[src/verilog/pis_pkg.sv]
package pis_pkg;

  // ----------------------------------------------------------------
  // Register offsets (Wishbone byte addresses)
  // ----------------------------------------------------------------
  localparam logic [7:0] PIS_OFS_GIE     = 8'h00;
  localparam logic [7:0] PIS_OFS_EPIE    = 8'h04;
  localparam logic [7:0] PIS_OFS_PEND    = 8'h08;
  localparam logic [7:0] PIS_OFS_SNKIE   = 8'h0C;
  localparam logic [7:0] PIS_OFS_SNKPOL  = 8'h10;
  localparam logic [7:0] PIS_OFS_GPIE    = 8'h14;
  localparam logic [7:0] PIS_OFS_GPCFG   = 8'h18;
  localparam logic [7:0] PIS_OFS_SER     = 8'h1C;
  localparam logic [7:0] PIS_OFS_PINS    = 8'h20;

  // ----------------------------------------------------------------
  // Widths
  // ----------------------------------------------------------------
  localparam int PIS_NUM_EP   = 5;
  localparam int PIS_SNK_W    = 8;
  localparam int PIS_GP_W     = 32;
  localparam int PIS_GP_PORTS = 4;
  localparam int PIS_NUM_SRC  = 8;

  // ----------------------------------------------------------------
  // Global enable bit positions and pending source index
  // ----------------------------------------------------------------
  localparam int PIS_SRC_EP0 = 0;
  localparam int PIS_SRC_SNK = 5;
  localparam int PIS_SRC_GP  = 6;
  localparam int PIS_SRC_SER = 7;
  localparam int PIS_GIE_PAP = 5;

  // ----------------------------------------------------------------
  // Serial control register field positions
  // ----------------------------------------------------------------
  localparam int PIS_SER_PROCEED  = 0;
  localparam int PIS_SER_MASTER   = 1;
  localparam int PIS_SER_ACK      = 2;
  localparam int PIS_SER_ADDR     = 3;
  localparam int PIS_SER_STOP     = 4;
  localparam int PIS_SER_ARBLOST  = 5;

  // ----------------------------------------------------------------
  // Reset values and encodings
  // ----------------------------------------------------------------
  localparam logic [7:0]  PIS_RST_BYTE = 8'h00;
  localparam logic [31:0] PIS_RST_WORD = 32'h0000_0000;
  localparam logic [1:0]  PIS_CFG_PAP  = 2'h2;

  typedef enum logic [2:0]
  {
    PIS_EV_NONE     = 3'b000,
    PIS_EV_SLV_RX   = 3'b001,
    PIS_EV_SLV_STOP = 3'b010,
    PIS_EV_SLV_TX   = 3'b011,
    PIS_EV_MST_TX   = 3'b100,
    PIS_EV_MST_RX   = 3'b101,
    PIS_EV_ARB_LOST = 3'b110,
    PIS_EV_BUS_STOP = 3'b111
  } pis_ser_ev_e;

  typedef enum logic [1:0]
  {
    PIS_ARB_IDLE = 2'b00,
    PIS_ARB_WAIT = 2'b01
  } pis_arb_e;

endpackage : pis_pkg

[src/verilog/pis_edge_if.sv]
`timescale 1ns/100ps
interface pis_edge_if #(parameter int W = 8);
  logic [W-1:0] pins;
  logic [W-1:0] enable;
  logic [W-1:0] polarity;
  logic         block_all;
  logic         irq;
  logic [W-1:0] level;
  modport owner (output pins, output enable, output polarity, output block_all,
                 input irq, input level);
  modport unit  (input pins, input enable, input polarity, input block_all,
                 output irq, output level);
endinterface : pis_edge_if

[src/verilog/pis_edge_unit.sv]
`timescale 1ns/100ps
module pis_edge_unit #(parameter int W = 8)
(
  input  wire logic clk_i,
  input  wire logic rst_i,
  input  wire logic ce_i,
  pis_edge_if.unit  eu
);
  import pis_pkg::*;

  logic [W-1:0] sync1;
  logic [W-1:0] sync2;
  logic [W-1:0] sync3;
  logic [W-1:0] stable;
  logic [W-1:0] act;
  logic [W-1:0] act_d;
  logic         lock;
  logic [W-1:0] owner;

  // ----------------------------------------------------------------
  // Three stage synchroniser, change counts when stages two and three agree
  // ----------------------------------------------------------------
  always_ff @(posedge clk_i)
  begin
    if (rst_i)
    begin
      sync1  <= '0;
      sync2  <= '0;
      sync3  <= '0;
      stable <= '0;
    end
    else if (ce_i)
    begin
      sync1 <= eu.pins;
      sync2 <= sync1;
      sync3 <= sync2;
      stable <= (sync2 & sync3) | (stable & (sync2 | sync3));
    end
  end

  // Polarity set means active high, so a rising edge triggers
  assign act       = ~(stable ^ eu.polarity) & eu.enable;
  assign eu.level  = stable;

  // ----------------------------------------------------------------
  // Edge detect and lockout until owner goes inactive or is disabled
  // ----------------------------------------------------------------
  always_ff @(posedge clk_i)
  begin
    if (rst_i)
    begin
      act_d <= '0;
      lock  <= 1'b0;
      owner <= '0;
      eu.irq <= 1'b0;
    end
    else if (ce_i)
    begin
      act_d  <= act;
      eu.irq <= 1'b0;
      if (lock)
      begin
        if ((act & owner) == '0)
        begin
          lock <= 1'b0;
        end
      end
      else if (((act & ~act_d) != '0) && !eu.block_all)
      begin
        lock   <= 1'b1;
        owner  <= act & ~act_d;
        eu.irq <= 1'b1;
      end
    end
  end
endmodule : pis_edge_unit

[src/verilog/pis_top.sv]
`timescale 1ns/100ps
module pis_top
(
  input  wire logic                         clk_i,
  input  wire logic                         rst_i,
  input  wire logic                         ce_i,
  input  wire logic                         wb_cyc_i,
  input  wire logic                         wb_stb_i,
  input  wire logic                         wb_we_i,
  input  wire logic [7:0]                   wb_adr_i,
  input  wire logic [3:0]                   wb_sel_i,
  input  wire logic [31:0]                  wb_dat_i,
  output logic      [31:0]                  wb_dat_o,
  output logic                              wb_ack_o,
  output logic                              wb_err_o,
  input  wire logic [pis_pkg::PIS_NUM_EP-1:0] ep_in_ack_i,
  input  wire logic [pis_pkg::PIS_NUM_EP-1:0] ep_out_ack_i,
  input  wire logic [pis_pkg::PIS_SNK_W-1:0]  sink_pins_i,
  input  wire logic [pis_pkg::PIS_GP_W-1:0]   gp_pins_i,
  input  wire logic                         pap_event_i,
  input  wire pis_pkg::pis_ser_ev_e         ser_event_i,
  input  wire logic                         ser_first_byte_i,
  input  wire logic                         ser_master_ack_i,
  input  wire logic [pis_pkg::PIS_NUM_SRC-1:0] service_i,
  output logic      [pis_pkg::PIS_NUM_SRC-1:0] irq_req_o,
  output logic      [pis_pkg::PIS_GP_W-1:0]    gp_cmos_en_o,
  output logic                              ser_stop_req_o
);
  import pis_pkg::*;

  logic [7:0]              gie;
  logic [7:0]              epie;
  logic [PIS_NUM_SRC-1:0]  pend;
  logic [PIS_SNK_W-1:0]    snk_ie;
  logic [PIS_SNK_W-1:0]    snk_pol;
  logic [PIS_GP_W-1:0]     gp_ie;
  logic [7:0]              gp_cfg;
  logic [7:0]              ser_ctl;
  logic                    pap_on;
  logic                    bus_wr;
  logic                    bus_rd;
  logic                    hit;
  logic [31:0]             next_rdata;
  logic [PIS_NUM_SRC-1:0]  src_ev;
  logic [PIS_GP_W-1:0]     gp_pol;
  pis_arb_e                arb_state;
  logic                    ser_irq;

  pis_edge_if #(.W(PIS_SNK_W)) snk_if ();
  pis_edge_if #(.W(PIS_GP_W))  gp_if ();

  // ----------------------------------------------------------------
  // Decode helpers
  // ----------------------------------------------------------------
  function automatic logic [31:0] merge(input logic [31:0] old, input logic [31:0] val,
                                        input logic [3:0] sel);
    logic [31:0] r;
    r = old;
    for (int i = 0; i < 4; i++)
    begin
      if (sel[i])
      begin
        r[8*i +: 8] = val[8*i +: 8];
      end
    end
    return r;
  endfunction : merge

  function automatic logic known(input logic [7:0] a);
    return (a == PIS_OFS_GIE) || (a == PIS_OFS_EPIE) || (a == PIS_OFS_PEND) ||
           (a == PIS_OFS_SNKIE) || (a == PIS_OFS_SNKPOL) || (a == PIS_OFS_GPIE) ||
           (a == PIS_OFS_GPCFG) || (a == PIS_OFS_SER) || (a == PIS_OFS_PINS);
  endfunction : known

  function automatic logic reg_wr(input logic wr, input logic [7:0] adr, input logic sel0,
                                  input logic [7:0] ofs);
    return wr && sel0 && (adr == ofs);
  endfunction : reg_wr

  // ----------------------------------------------------------------
  // Wishbone slave, one wait state answer
  // ----------------------------------------------------------------
  assign hit    = known(wb_adr_i);
  // Writes land at the edge that samples ack high
  assign bus_wr = wb_cyc_i && wb_stb_i && wb_we_i && hit && wb_ack_o && ce_i;
  assign bus_rd = wb_cyc_i && wb_stb_i && !wb_ack_o && !wb_err_o && ce_i;

  always_ff @(posedge clk_i)
  begin
    if (rst_i)
    begin
      wb_ack_o <= 1'b0;
      wb_err_o <= 1'b0;
      wb_dat_o <= PIS_RST_WORD;
    end
    else if (ce_i)
    begin
      wb_ack_o <= bus_rd && hit;
      wb_err_o <= bus_rd && !hit;
      if (bus_rd && hit && !wb_we_i)
      begin
        wb_dat_o <= next_rdata;
      end
    end
  end

  // ----------------------------------------------------------------
  // Read data select
  // ----------------------------------------------------------------
  always_comb
  begin
    next_rdata = PIS_RST_WORD;
    case (wb_adr_i)
      PIS_OFS_GIE:    next_rdata[7:0] = gie;
      PIS_OFS_EPIE:   next_rdata[4:0] = epie[4:0];
      PIS_OFS_PEND:   next_rdata[7:0] = pend;
      PIS_OFS_SNKIE:  next_rdata[7:0] = snk_ie;
      PIS_OFS_SNKPOL: next_rdata[7:0] = snk_pol;
      PIS_OFS_GPIE:   next_rdata      = gp_ie;
      PIS_OFS_GPCFG:  next_rdata[7:0] = gp_cfg;
      PIS_OFS_SER:    next_rdata[7:0] = ser_ctl;
      PIS_OFS_PINS:   next_rdata      = {gp_if.level[23:0], snk_if.level};
      default:        next_rdata      = PIS_RST_WORD;
    endcase
  end

  // ----------------------------------------------------------------
  // Enable and configuration registers, untouched by acknowledge
  // ----------------------------------------------------------------
  always_ff @(posedge clk_i)
  begin
    if (rst_i)
    begin
      gie     <= PIS_RST_BYTE;
      epie    <= PIS_RST_BYTE;
      snk_ie  <= PIS_RST_BYTE;
      snk_pol <= PIS_RST_BYTE;
      gp_ie   <= PIS_RST_WORD;
      gp_cfg  <= PIS_RST_BYTE;
    end
    else if (bus_wr && wb_sel_i[0])
    begin
      case (wb_adr_i)
        PIS_OFS_GIE:    gie     <= wb_dat_i[7:0];
        PIS_OFS_EPIE:   epie    <= {3'h0, wb_dat_i[4:0]};
        PIS_OFS_SNKIE:  snk_ie  <= wb_dat_i[7:0];
        PIS_OFS_SNKPOL: snk_pol <= wb_dat_i[7:0];
        PIS_OFS_GPCFG:  gp_cfg  <= wb_dat_i[7:0];
        default:        gie     <= gie;
      endcase
    end
    // General enables honour every byte lane
    if (!rst_i && bus_wr && wb_adr_i == PIS_OFS_GPIE)
    begin
      gp_ie <= merge(gp_ie, wb_dat_i, wb_sel_i);
    end
  end

  // ----------------------------------------------------------------
  // Pin edge units, one for sink port and one for general ports
  // ----------------------------------------------------------------
  // Parallel port owns the general vector when configured
  assign pap_on = (gp_cfg[1:0] == PIS_CFG_PAP);

  always_comb
  begin
    // One polarity bit per port of eight pins
    gp_pol = '0;
    for (int p = 0; p < PIS_GP_PORTS; p++)
    begin
      gp_pol[8*p +: 8] = {8{gp_cfg[2 + p]}};
    end
  end

  assign snk_if.pins      = sink_pins_i;
  assign snk_if.enable    = snk_ie;
  assign snk_if.polarity  = snk_pol;
  assign snk_if.block_all = 1'b0;
  assign gp_if.pins       = gp_pins_i;
  assign gp_if.enable     = gp_ie;
  assign gp_if.polarity   = gp_pol;
  assign gp_if.block_all  = pap_on;

  pis_edge_unit #(.W(PIS_SNK_W)) u_snk
  (
    .clk_i (clk_i),
    .rst_i (rst_i),
    .ce_i  (ce_i),
    .eu    (snk_if.unit)
  );

  pis_edge_unit #(.W(PIS_GP_W)) u_gp
  (
    .clk_i (clk_i),
    .rst_i (rst_i),
    .ce_i  (ce_i),
    .eu    (gp_if.unit)
  );

  // Pin enables keep steering CMOS drive even with parallel port on
  assign gp_cmos_en_o = gp_ie;

  // ----------------------------------------------------------------
  // Serial controller flags and arbitration wait
  // ----------------------------------------------------------------
  always_ff @(posedge clk_i)
  begin
    if (rst_i)
    begin
      ser_ctl   <= PIS_RST_BYTE;
      arb_state <= PIS_ARB_IDLE;
      ser_irq   <= 1'b0;
    end
    else if (ce_i)
    begin
      ser_irq <= 1'b0;
      if (reg_wr(bus_wr, wb_adr_i, wb_sel_i[0], PIS_OFS_SER))
      begin
        ser_ctl <= wb_dat_i[7:0];
      end
      case (ser_event_i)
        PIS_EV_SLV_RX:
        begin
          ser_ctl[PIS_SER_ADDR]    <= ser_first_byte_i;
          ser_ctl[PIS_SER_PROCEED] <= 1'b0;
          ser_irq                  <= 1'b1;
        end
        PIS_EV_SLV_STOP:
        begin
          if (ser_ctl[PIS_SER_ACK])
          begin
            ser_ctl[PIS_SER_STOP]    <= 1'b1;
            ser_ctl[PIS_SER_PROCEED] <= 1'b0;
            ser_irq                  <= 1'b1;
          end
        end
        PIS_EV_SLV_TX:
        begin
          ser_ctl[PIS_SER_ACK]     <= ser_master_ack_i;
          ser_ctl[PIS_SER_PROCEED] <= 1'b0;
          ser_irq                  <= 1'b1;
        end
        PIS_EV_MST_TX:
        begin
          ser_ctl[PIS_SER_PROCEED] <= 1'b0;
          ser_irq                  <= 1'b1;
        end
        PIS_EV_MST_RX:
        begin
          ser_irq <= 1'b1;
        end
        PIS_EV_ARB_LOST:
        begin
          ser_ctl[PIS_SER_MASTER]  <= 1'b0;
          ser_ctl[PIS_SER_ARBLOST] <= 1'b1;
          arb_state                <= PIS_ARB_WAIT;
        end
        PIS_EV_BUS_STOP:
        begin
          if (arb_state == PIS_ARB_WAIT)
          begin
            ser_irq   <= 1'b1;
            arb_state <= PIS_ARB_IDLE;
          end
        end
        default:
        begin
          arb_state <= arb_state;
        end
      endcase
    end
  end

  // Stop request when a write clears a set master select while arbitration is idle
  assign ser_stop_req_o = ser_ctl[PIS_SER_MASTER] && (arb_state == PIS_ARB_IDLE) &&
                          reg_wr(bus_wr, wb_adr_i, wb_sel_i[0], PIS_OFS_SER) &&
                          !wb_dat_i[PIS_SER_MASTER];

  // ----------------------------------------------------------------
  // Pending flip-flops, set wins over service, request gated by enables
  // ----------------------------------------------------------------
  always_comb
  begin
    src_ev = '0;
    src_ev[PIS_SRC_EP0 +: PIS_NUM_EP] = ep_in_ack_i | ep_out_ack_i;
    src_ev[PIS_SRC_SNK] = snk_if.irq;
    src_ev[PIS_SRC_GP]  = pap_on ? pap_event_i : gp_if.irq;
    src_ev[PIS_SRC_SER] = ser_irq;
  end

  always_ff @(posedge clk_i)
  begin
    if (rst_i)
    begin
      pend <= '0;
    end
    else if (ce_i)
    begin
      pend <= (pend & ~service_i) | src_ev;
    end
  end

  // ----------------------------------------------------------------
  // Request gating by enable registers
  // ----------------------------------------------------------------
  always_comb
  begin
    irq_req_o = pend & gie;
    irq_req_o[PIS_SRC_EP0 +: PIS_NUM_EP] = pend[PIS_SRC_EP0 +: PIS_NUM_EP] &
                                           gie[PIS_SRC_EP0 +: PIS_NUM_EP] &
                                           epie[PIS_NUM_EP-1:0];
    irq_req_o[PIS_SRC_GP] = pend[PIS_SRC_GP] &
                            (pap_on ? gie[PIS_GIE_PAP] : gie[PIS_SRC_GP]);
  end
endmodule : pis_top

[config.mk]
export PLATFORM = sky130hd
export DESIGN_NAME = pis_top
export DESIGN_NICKNAME = d
export VERILOG_FILES = /design/src/verilog/pis_pkg.sv /design/src/verilog/pis_edge_if.sv /design/src/verilog/pis_edge_unit.sv /design/src/verilog/pis_top.sv
export SDC_FILE = /design/constraint.sdc
export NUM_CORES = 1
export LEC_CHECK = 0
export BUFFER_PORTS_ARGS = -buffer_cell sky130_fd_sc_hd__buf_2
export CAP_MARGIN = 10
export CORE_AREA = 8 8 257 283
export CTS_CLUSTER_DIAMETER = 120
export DETAILED_ROUTE_END_ITERATION = 16
export DIE_AREA = 0 0 265 291
export GPL_ROUTABILITY_DRIVEN = 0
export SLEW_MARGIN = 20
export SYNTH_ARGS = -nofsm -noshare
export SYNTH_HDL_FRONTEND = slang
export SYNTH_SLANG_ARGS = --single-unit
[constraint.sdc]
create_clock -name clk_i -period 5.3 [get_ports clk_i]
set_input_delay 0.53 -clock clk_i [delete_from_list [all_inputs] [get_ports clk_i]]
set_output_delay 0.53 -clock clk_i [all_outputs]
set_load 0.05 [all_outputs]
==> results of run 1 <==
-- stage by stage --
stage               power (mW)  worst slack (ps)  cells  cell area (um^2)
floorplan                 3.21              1480   1680             15400
global placement          3.37              1450   2636             17100
detailed placement        3.38              1410   2636             17100
CTS                       6.07              1840   2703             18400
global route              6.22              1640   2703             18400
finish                    5.99              1810   2703             18400
-- cell usage after synthesis (all sizes together), types with 2 or more instances --
cell       n
xnor2     34
nand3     73
a21oi     96
nand3b     3
dfxtp    333
and4       3
and3      46
a31oi      6
nor2b     19
a22oi     23
nand2    131
edfxtp    32
nand4b     2
clkbuf    90
nor4       5
a2111oi    5
xor2       6
mux2       4
and2       9
o2bb2ai    2
nor2     230
nor3b      2
o21a       2
o41ai     17
a222oi     4
mux2i    170
or4        2
nor3      61
o21ai     58
nand4     12
buf       34
a31o      16
nor4b      2
o211ai    16
a211oi     2
a221oi    29
inv       29
a21o      41
a32oi     25
-- final cells by class --
| class | instances | area share, % |
|---|---|---|
| repair buffers | 205 | 5.92 |
| flip-flops and latches | 365 | 41.5 |
| inverters | 29 | 0.592 |
| well taps | 875 | 5.95 |
| multi-input cells | 1162 | 39.2 |
| clock inverters | 9 | 0.966 |
| clock buffers | 58 | 5.90 |
-- per-layer routing --
metal,vias to the layer above,routed length [um]
met1,6156,23700
met5,-,13
li1,6257,-
met4,2,1520
met2,436,23800
met3,83,3670
-- critical path, cell delays in order, from the launching register on --
cell and delay [ps]:
dfxtp_1 720, xnor2_1 260, a32oi_1 320, nand4_1 200, nor4_4 300, buf_4 420
or2_1 630, buf_4 380, o41ai_1 100
-- cells by family after synthesis --
logic type / Yosys count / synth area share, %
buffers and inverters: 153 / 4.11
flip-flops: 365 / 49.4
AND/OR/NAND/NOR: 603 / 17.9
AO/OA/AOI/OAI: 345 / 15.1
multiplexers: 174 / 11.3
XOR/XNOR: 40 / 2.27
-- power by group --
group,switching (mW),internal (mW)
sequential,0.0660,2.85
clock,1.15,1.54
combinational,0.260,0.133
total,1.47,4.52
-- final timing paths --
| path | from | endpoint | slack [ps] | cells after the start |
|---|---|---|---|---|
| worst min-delay path | gp_pins_i[19] | u_gp.sync1[19] | 210 | 3 |
| worst min register to register | u_gp.sync2[0] | u_gp.eu.level[0] | 440 | 2 |
| worst max register to register | gp_cfg[5] | u_gp.owner[16] | 1810 | 8 |
| worst max-delay path | gp_cfg[5] | u_gp.owner[16] | 1810 | 8 |
-- registers in the layout, summed over array words and instances, names as in the netlist, 5 cells and up --
| signal | cells |
|---|---|
| epie | 5 |
| gie | 8 |
| gp_cfg | 8 |
| gp_cmos_en_o | 32 |
| pend | 8 |
| ser_ctl | 8 |
| snk_ie | 8 |
| snk_if.polarity | 8 |
| u_gp.act_d | 32 |
| u_gp.eu.level | 32 |
| u_gp.owner | 32 |
| u_gp.sync1 | 32 |
| u_gp.sync2 | 32 |
| u_gp.sync3 | 32 |
| u_snk.act_d | 8 |
| u_snk.eu.level | 8 |
| u_snk.owner | 8 |
| u_snk.sync1 | 8 |
| u_snk.sync2 | 8 |
| u_snk.sync3 | 8 |
| wb_dat_o | 32 |
==> metrics.md, run 1 <==
| Metric | Value |
|---|---|
| Min-Delay Path Class | in -> reg |
| Pwr/cell area | 326 mW/mm^2 |
| Area fraction of the dominant cell type after synthesis | a little over two fifths |
| Crit. End Element | flip-flop |
| Drt drc | 0 |
| Hold Fails Final Rpt | 0 |
| Sequential area share after synthesis | about half |
| CP arrival | roughly 4000 ps |
| Clock buffer depth | 3 |
| Fmax | roughly 0.29 GHz |
| Inserted Diodes | 0 |
| Met3 Track Usage GR | under 10% |
| # fillers | 7285 |
| Die Ht | between 200 and 300 um |
| Synth cell types | 56 |
| Hpwl dp | ~38000 um |
| Register bit total from synthesis | 365 |
| DRT iter0 DRCs | 1160 |
| Port Buffers | approximately 190 |
| Met1 Resource Use GR | 17.2% |
| DR vias | roughly 13000 |
| GR Overflow Total | 0 |
| Hold Buf Count CTS | 0 |
| Share of layout cells above drive strength 1 | between 10% and 20% |
| Required time of the worst setup path | approximately 5700 ps |
| FFs w/ async S/R, synth | 0% |
| Outcome | completed |
| Max Cap Violations | 0 |
| Post-synth EDFFs | 32 |
| Fin Hold WS | approximately 200 ps |
| Final setup TNS | 0 ps |
| Mapped Area | 0.0154 mm^2 |
| CP Class | reg -> reg |
| IO Count | between 150 and 200 |
| Most frequent cells in the layout | dfxtp_1 (333), nor2_1 (230), buf_2 (186), mux2i_1 (170), nand2_1 (127) |
| Post-route ant nets | 0 |
| Final worst-path cycle share | between 60% and 70% |
| Initial antenna violation count | 5 |
| Wirelength per Cell | 19.5 um |
| Postcts setup bufs | 0 |
| CP startpoint kind | flip-flop |
| Layout Utilization | a little over a quarter |
| Unrepaired setup endpoints after global routing | false |
| Post-CTS sizing | 0 |
| Die X | around 270 um |
| Clk sinks | between 300 and 400 |
| Drt first pass iters | 7 |
| Starting Density | between 20% and 30% |
| All-Layer GR Usage | between 10 and 15% |
| Clock tree from TritonCTS | built |
| Synth Area per Inst | ~9.2 um^2 |
| Multi-input gate area | 0.00720 mm^2 |
| Clock-pin slew on the worst setup and hold paths | ~60 ps |
| Wirelength, routed | approximately 53000 um |
| Commonest non-fill, non-tap cell in the layout | dfxtp_1 |
| Root Driver | clkbuf_16 |
| Worst-margin pin slew | around 1100 ps |
| # setup viols final | 0 |
| Post-Syn Nets | 1794 |
| Core Region | slightly below 0.07 mm^2 |
| Pleak | roughly 8 nW |
| H-tree levels | 2 |
| Via-per-instance ratio | between 4 and 5 |
| Number of global-route vias before repair | ~12000 |
| Row cnt | between 100 and 150 |
| Critical path peak fanout | 33 |
| Synth area leaders | dfxtp_1 (43%), mux2i_1 (11%), edfxtp_1 (6.2%), nor2_1 (5.6%), a21oi_1 (3.1%) |
| Pins Over Slew Limit | 0 |
| Gr busiest metal | met2 |
| Skew final | between 30 and 40 ps |
| Nets | between 1500 and 2000 |
| Global-route wire length before repair | slightly below 80000 um |
| Synth area leader | dfxtp_1 |
| Met2 Use GR | 20.6% |
| Yosys warns | 0 |
| DIE AREA | between 0.07 and 0.08 mm^2 |
| Synth Flop Type | dfxtp_1 |
| Area Overhead vs Synth | 19.0% |
| Largest net degree at the start of global routing | roughly 140 |
| Cells after Synth | around 1700 |
| Final min period | around 3500 ps |
| Worst skew pair latency | approximately 560 ps |
| Max VDD drop | between 150 and 200 uV |
| Register Area | roughly 0.0076 mm^2 |
| TritonCTS buffer count | 37 |
| Worst relative slew slack | 28.2% |
(Power assumes the default switching activity.)
==> run 2, diff against run 1 <==
Clock period 5.3 ns to 3.1 ns, I/O delays scaled along.
==> metrics.md, run 2 (synthesized netlist as in run 1, its figures left out) <==
| Metric | Value |
|---|---|
| Worst relative slew slack | 27.0% (-1.3 points) |
| Commonest non-fill, non-tap cell in the layout | dfxtp_1 |
| H-tree levels | 2 (unchanged) |
| Inserted Diodes | 0 (unchanged) |
| CP arrival | 2390 ps (-1500 ps) |
| Port Buffers | 188 (unchanged) |
| Final min period | ~2700 ps |
| WP buf/inv | 3 (+1) |
| CP top delay family | simple AND/OR/NAND/NOR gates |
| Critical path's largest stage delay | 520 ps (-200 ps) |
| Final Instance Area | 0.0187 mm^2 (+1.8%) |
| Required time of the worst setup path | 2790 ps (-2910 ps) |
| Worst hold path depth | 3 (unchanged) |
| Worst-margin pin slew | 1100 ps (+19.1 ps) |
| Root Driver | clkbuf_16 |
| Net Sw Frac | 24.6% (about the same) |
| Number of global-route vias before repair | 12500 (+1.5%) |
| DP Area | 0.0174 mm^2 (+1.5%) |
| TritonCTS buffer count | 40 (+8.1%) |
| Max Cap Violations | 0 (unchanged) |
| CP startpoint kind | input port |
| Pleak | 7.97 nW (+2.3%) |
| CP Class | in -> out |
| DR vias | 13200 (+1.7%) |
| IO Count | 189 (unchanged) |
| Post-CTS sizing | 0 (unchanged) |
| Skew final | 31.3 ps (-0.563 ps) |
| Start point of the critical path | wb_adr_i[5] |
| Nets | 1947 (+1.7%) |
| Clock tree from TritonCTS | built |
| Die X | 265 um (unchanged) |
| Min-Delay Path Class | in -> reg |
| Sw power | 2.55 mW (+73%) |
| DIE AREA | 0.0771 mm^2 (unchanged) |
| Cells along the critical path | buf_2 -> nor4b_1 -> and3_1 -> buf_4 -> nand4_1 -> nor4b_2 -> buf_12 |
| Post-route ant nets | 0 (unchanged) |
| Hpwl dp | 38800 um (+2.0%) |
| Wirelength, routed | 53600 um (+1.7%) |
| Clock buffer depth | 3 (unchanged) |
| Core Region | 0.0682 mm^2 (unchanged) |
| Outcome | completed |
| Unrepaired setup endpoints after global routing | false |
| Hold Crit Start | sink_pins_i[1] |
| Area Overhead vs Synth | 21.2% |
| Worst skew pair latency | 540 ps (-20 ps) |
| Max VDD drop | 256 uV (+41%) |
| Pins Over Slew Limit | 0 (unchanged) |
| Fmax | 0.371 GHz |
| Hold Buf Count CTS | 9 (+9) |
| Share of layout cells above drive strength 1 | 16.2% (+0.96 points) |
| Final setup TNS | 0 ps (unchanged) |
| Final worst-path cycle share | between 80 and 90% |
| Crit. path cell count | 7 (-1) |
| # setup viols final | 0 (unchanged) |
| DRT iter0 DRCs | 1184 (+2.1%) |
| Flop pwr share | 48.0% (-0.7 points) |
| Pwr/cell area | 554 mW/mm^2 (+70%) |
| All-Layer GR Usage | 13.2% (+0.24 points) |
| Slowest cell on the critical path | nor4b_1 |
| Most frequent cells in the layout | dfxtp_1 (333), nor2_1 (230), buf_2 (185), mux2i_1 (170), nand2_1 (127) |
| Crit. End Element | output port |
| Clock-pin slew on the worst setup and hold paths | 60 ps (about the same) |
| Clk pwr share | 45.1% (+0.3 points) |
| Wirelength per Cell | 19.6 um (+0.45%) |
| Worst R2R Start | gp_cfg[4] |
| Hold Fails Final Rpt | 0 (unchanged) |
| Starting Density | 22.6% (unchanged) |
| Drt drc | 0 (unchanged) |
| Die Ht | 291 um (unchanged) |
| Largest net degree at the start of global routing | 195 (+36%) |
| Worst R2R Path Depth | 7 (-1) |
| Clk sinks | 365 (unchanged) |
| Postcts setup bufs | 0 (unchanged) |
| Critical path peak fanout | 15 (-55%) |
| Row cnt | 101 (unchanged) |
| P_int | 7.83 mW (+73%) |
| Initial antenna violation count | 3 (-2) |
| Comb pwr share | 6.9% (+0.4 points) |
| GR Overflow Total | 0 (unchanged) |
| Via-per-instance ratio | 4.81 (+0.47%) |
| Global-route wire length before repair | 80100 um (+1.7%) |
| Drt first pass iters | 7 (unchanged) |
-- run 2: area by class of cell --
class | count | area, um^2
Inverter | 29 | 109
Timing Repair Buffer | 235 | 1430
Fill cell | 7291 | 49500
Clock inverter | 12 | 133
Multi-Input combinational cell | 1162 | 7210
Tap cell | 875 | 1090
Sequential cell | 365 | 7630
Clock buffer | 59 | 1120
-- run 2: path summary, 6_finish.rpt --
| check | end | slack [ps] |
|---|---|---|
| worst max-delay path | ser_stop_req_o | 400 |
| worst min-delay path | u_snk.sync1[1] | 20 |
| worst max register to register | u_gp.owner[0] | 490 |
| worst min register to register | u_gp.act_d[0] | 460 |
-- run 2: layer usage --
metal | wire (um) | up-vias | global-route usage [%]
met5 | 0 | - | 0
met4 | 1890 | 0 | 4.94
met3 | 3380 | 82 | 2.47
met2 | 23700 | 470 | 20.6
met1 | 24600 | 6279 | 18.0
li1 | - | 6327 | -
-- run 2: through the flow --
step	util [%]	hold WS (ps)	power, mW	instances	setup slack (ps)
after global routing	27.4	20.2	10.7	2737	283
after floorplan	-	419	5.49	1680	395
after global placement	25.5	441	5.79	2657	437
final	27.4	24.0	10.4	2737	402
after CTS	27.4	7.29	10.5	2737	481
after detailed placement	25.5	448	5.79	2657	391
-- run 2: tightest hold or removal path, stage by stage --
cell	delay [ps]
buf_2	80
mux2i_1	50
nor2_1	70
-- run 2: power groups by stage --
| stage | combinational [mW] | sequential (mW) | clock (mW) |
|---|---|---|---|
| floorplan | 0.388 | 5.10 | 0 |
| global placement | 0.702 | 5.09 | 0 |
| detailed placement | 0.706 | 5.09 | 0 |
| CTS | 0.716 | 4.98 | 4.77 |
| global route | 0.772 | 4.99 | 4.95 |
| finish | 0.715 | 4.98 | 4.68 |
==> run 3, diff against run 2 <==
--- a/config.mk
+++ b/config.mk
@@ -13,4 +13,5 @@
 export DIE_AREA = 0 0 265 291
 export GPL_ROUTABILITY_DRIVEN = 0
+export RECOVER_POWER = 100
 export SLEW_MARGIN = 20
 export SYNTH_ARGS = -nofsm -noshare
==> constraint.sdc (replaced) <==
create_clock -name clk_i -period 3.1 [get_ports clk_i]
set_input_delay 0.155 -clock clk_i [delete_from_list [all_inputs] [get_ports clk_i]]
set_output_delay 0.155 -clock clk_i [all_outputs]
set_load 0.05 [all_outputs]
==> metrics.md, run 3 (synthesized netlist as in run 1, its figures left out) <==
| Metric | Value |
|---|---|
| Clock tree from TritonCTS | built |
| Unrepaired setup endpoints after global routing | false |
| Overall Power | 10.3 mW (-0.43%) |
| Clock-pin slew on the worst setup and hold paths | 60 ps (about the same) |
| Final setup TNS | 0 ps (unchanged) |
| Post-CTS sizing | 0 (unchanged) |
| Share of layout cells above drive strength 1 | 10.9% (-5.3 points) |
| Hold Buf Count CTS | 85 (+76) |
| # setup viols final | 0 (unchanged) |
| Outcome | finished with violations |
| Nets | 2016 (+3.5%) |
| DIE AREA | 0.0771 mm^2 (unchanged) |
| Port Buffers | 188 (unchanged) |
| Global-route wire length before repair | 80600 um (+0.58%) |
| Post-route ant nets | 0 (unchanged) |
| Area Overhead vs Synth | 24.3% |
| Postcts setup bufs | 0 (unchanged) |
| Failing checks | max-capacitance violations, max-slew violations |
| Worst skew pair latency | 540 ps (about the same) |
| Crit. End Element | output port |
| Via-per-instance ratio | 4.79 (-0.28%) |
| Root Driver | clkbuf_16 |
| TritonCTS buffer count | 38 (-5.0%) |
| Final min period | 2850 ps (+154 ps) |
| Max Cap Violations | 2 (+2) |
| Most frequent cells in the layout | dfxtp_1 (333), nor2_1 (230), mux2i_1 (170), nand2_1 (131), buf_2 (111) |
| Skew final | 22.4 ps (-8.89 ps) |
| Die X | 265 um (unchanged) |
| CP Class | in -> out |
| H-tree levels | 2 (unchanged) |
| Row cnt | 101 (unchanged) |
| Critical path peak fanout | 15 (unchanged) |
| Clock buffer depth | 3 (unchanged) |
| IO Count | 189 (unchanged) |
| Final worst-path cycle share | 92.0% (+5.0 points) |
| Pwr/cell area | 538 mW/mm^2 (-2.9%) |
| Die Ht | 291 um (unchanged) |
| Register Area | 0.00763 mm^2 (unchanged) |
| Min-Delay Path Class | in -> reg |
| Inserted Diodes | 0 (unchanged) |
| All-Layer GR Usage | 13.2% (-0.039 points) |
| Worst-margin pin slew | 2110 ps (+1010 ps) |
| Drt first pass iters | 6 (-1) |
| # fillers | 7294 (+0.041%) |
| Drt drc | 0 (unchanged) |
| Multi-input gate area | 0.00717 mm^2 (-0.57%) |
| Required time of the worst setup path | 2940 ps (+150 ps) |
| Hpwl dp | 38400 um (-1.0%) |
| Fmax | 0.351 GHz (-5.4%) |
| CP startpoint kind | input port |
| Fin Hold WS | 14.2 ps (-9.86 ps) |
| Pins Over Slew Limit | 164 (+164) |
| Wirelength per Cell | 19.0 um (-3.1%) |
| CP arrival | 2700 ps (+310 ps) |
| Hold Fails Final Rpt | 0 (unchanged) |
| Max VDD drop | 298 uV (+16%) |
| GR Overflow Total | 0 (unchanged) |
| Wirelength, routed | 53200 um (-0.74%) |
| Number of global-route vias before repair | 12900 (+3.1%) |
| Initial antenna violation count | 2 (-1) |
| Starting Density | 22.6% (unchanged) |
| DRT iter0 DRCs | 1045 (-12%) |
| Clk sinks | 365 (unchanged) |
| Pleak | 7.89 nW (-1.0%) |
| DR vias | 13400 (+2.2%) |
| Commonest non-fill, non-tap cell in the layout | dfxtp_1 |
| Worst relative slew slack | -40.7% (-68 points) |
| Largest net degree at the start of global routing | 154 (-21%) |
| Core Region | 0.0682 mm^2 (unchanged) |
run 3: cell type report:
| type | instances | area share [%] |
|---|---|---|
| flip-flops and latches | 365 | 39.7 |
| inverters | 29 | 0.567 |
| clock inverters | 10 | 0.521 |
| multi-input cells | 1162 | 37.3 |
| clock buffers | 58 | 5.93 |
| well taps | 875 | 5.70 |
| repair buffers | 306 | 10.2 |
run 3: worst max-delay path, cell delays in order:
cell	delay (ps)
dlygate4sd3_1	580
buf_8	220
and3_1	200
and3_1	270
nand4_1	170
buf_4	220
nor4b_1	330
clkbuf_1	540
run 3: worst paths after layout:
kind                       start           endpoint  slack (ps)  cells after the start
setup reg to reg       gp_cfg[5]     u_gp.owner[19]         320                      7
hold / removal       wb_dat_i[8]    gp_cmos_en_o[8]          10                      2
setup / recovery            ce_i     ser_stop_req_o         250                      8
hold reg to reg   u_gp.sync2[28]  u_gp.eu.level[28]         460                      2
run 3: power by group:
group / internal [mW] / switching, mW / leakage (nW) / total, mW
combinational: 0.308 / 0.467 / 4.25 / 0.775
sequential: 4.88 / 0.110 / 3.03 / 4.99
clock: 2.64 / 1.94 / 0.607 / 4.57
run 3: metal layers:
layer  vias to the layer above  track usage, %  wire [um]
li1                       6474               -          -
met5                         -               0          0
met3                        92            2.19       2750
met1                      6454            18.0      25100
met2                       427            20.9      23500
met4                         0            4.59       1780
run 3: per-stage QoR:
step	worst slack [ps]	instances	area [um^2]	utilization (%)
floorplan	27.8	1680	15400	-
global route	164	2805	19200	28.1
global placement	527	2652	17300	25.3
CTS	323	2805	19400	28.4
detailed placement	495	2652	17300	25.3
finish	248	2805	19200	28.1
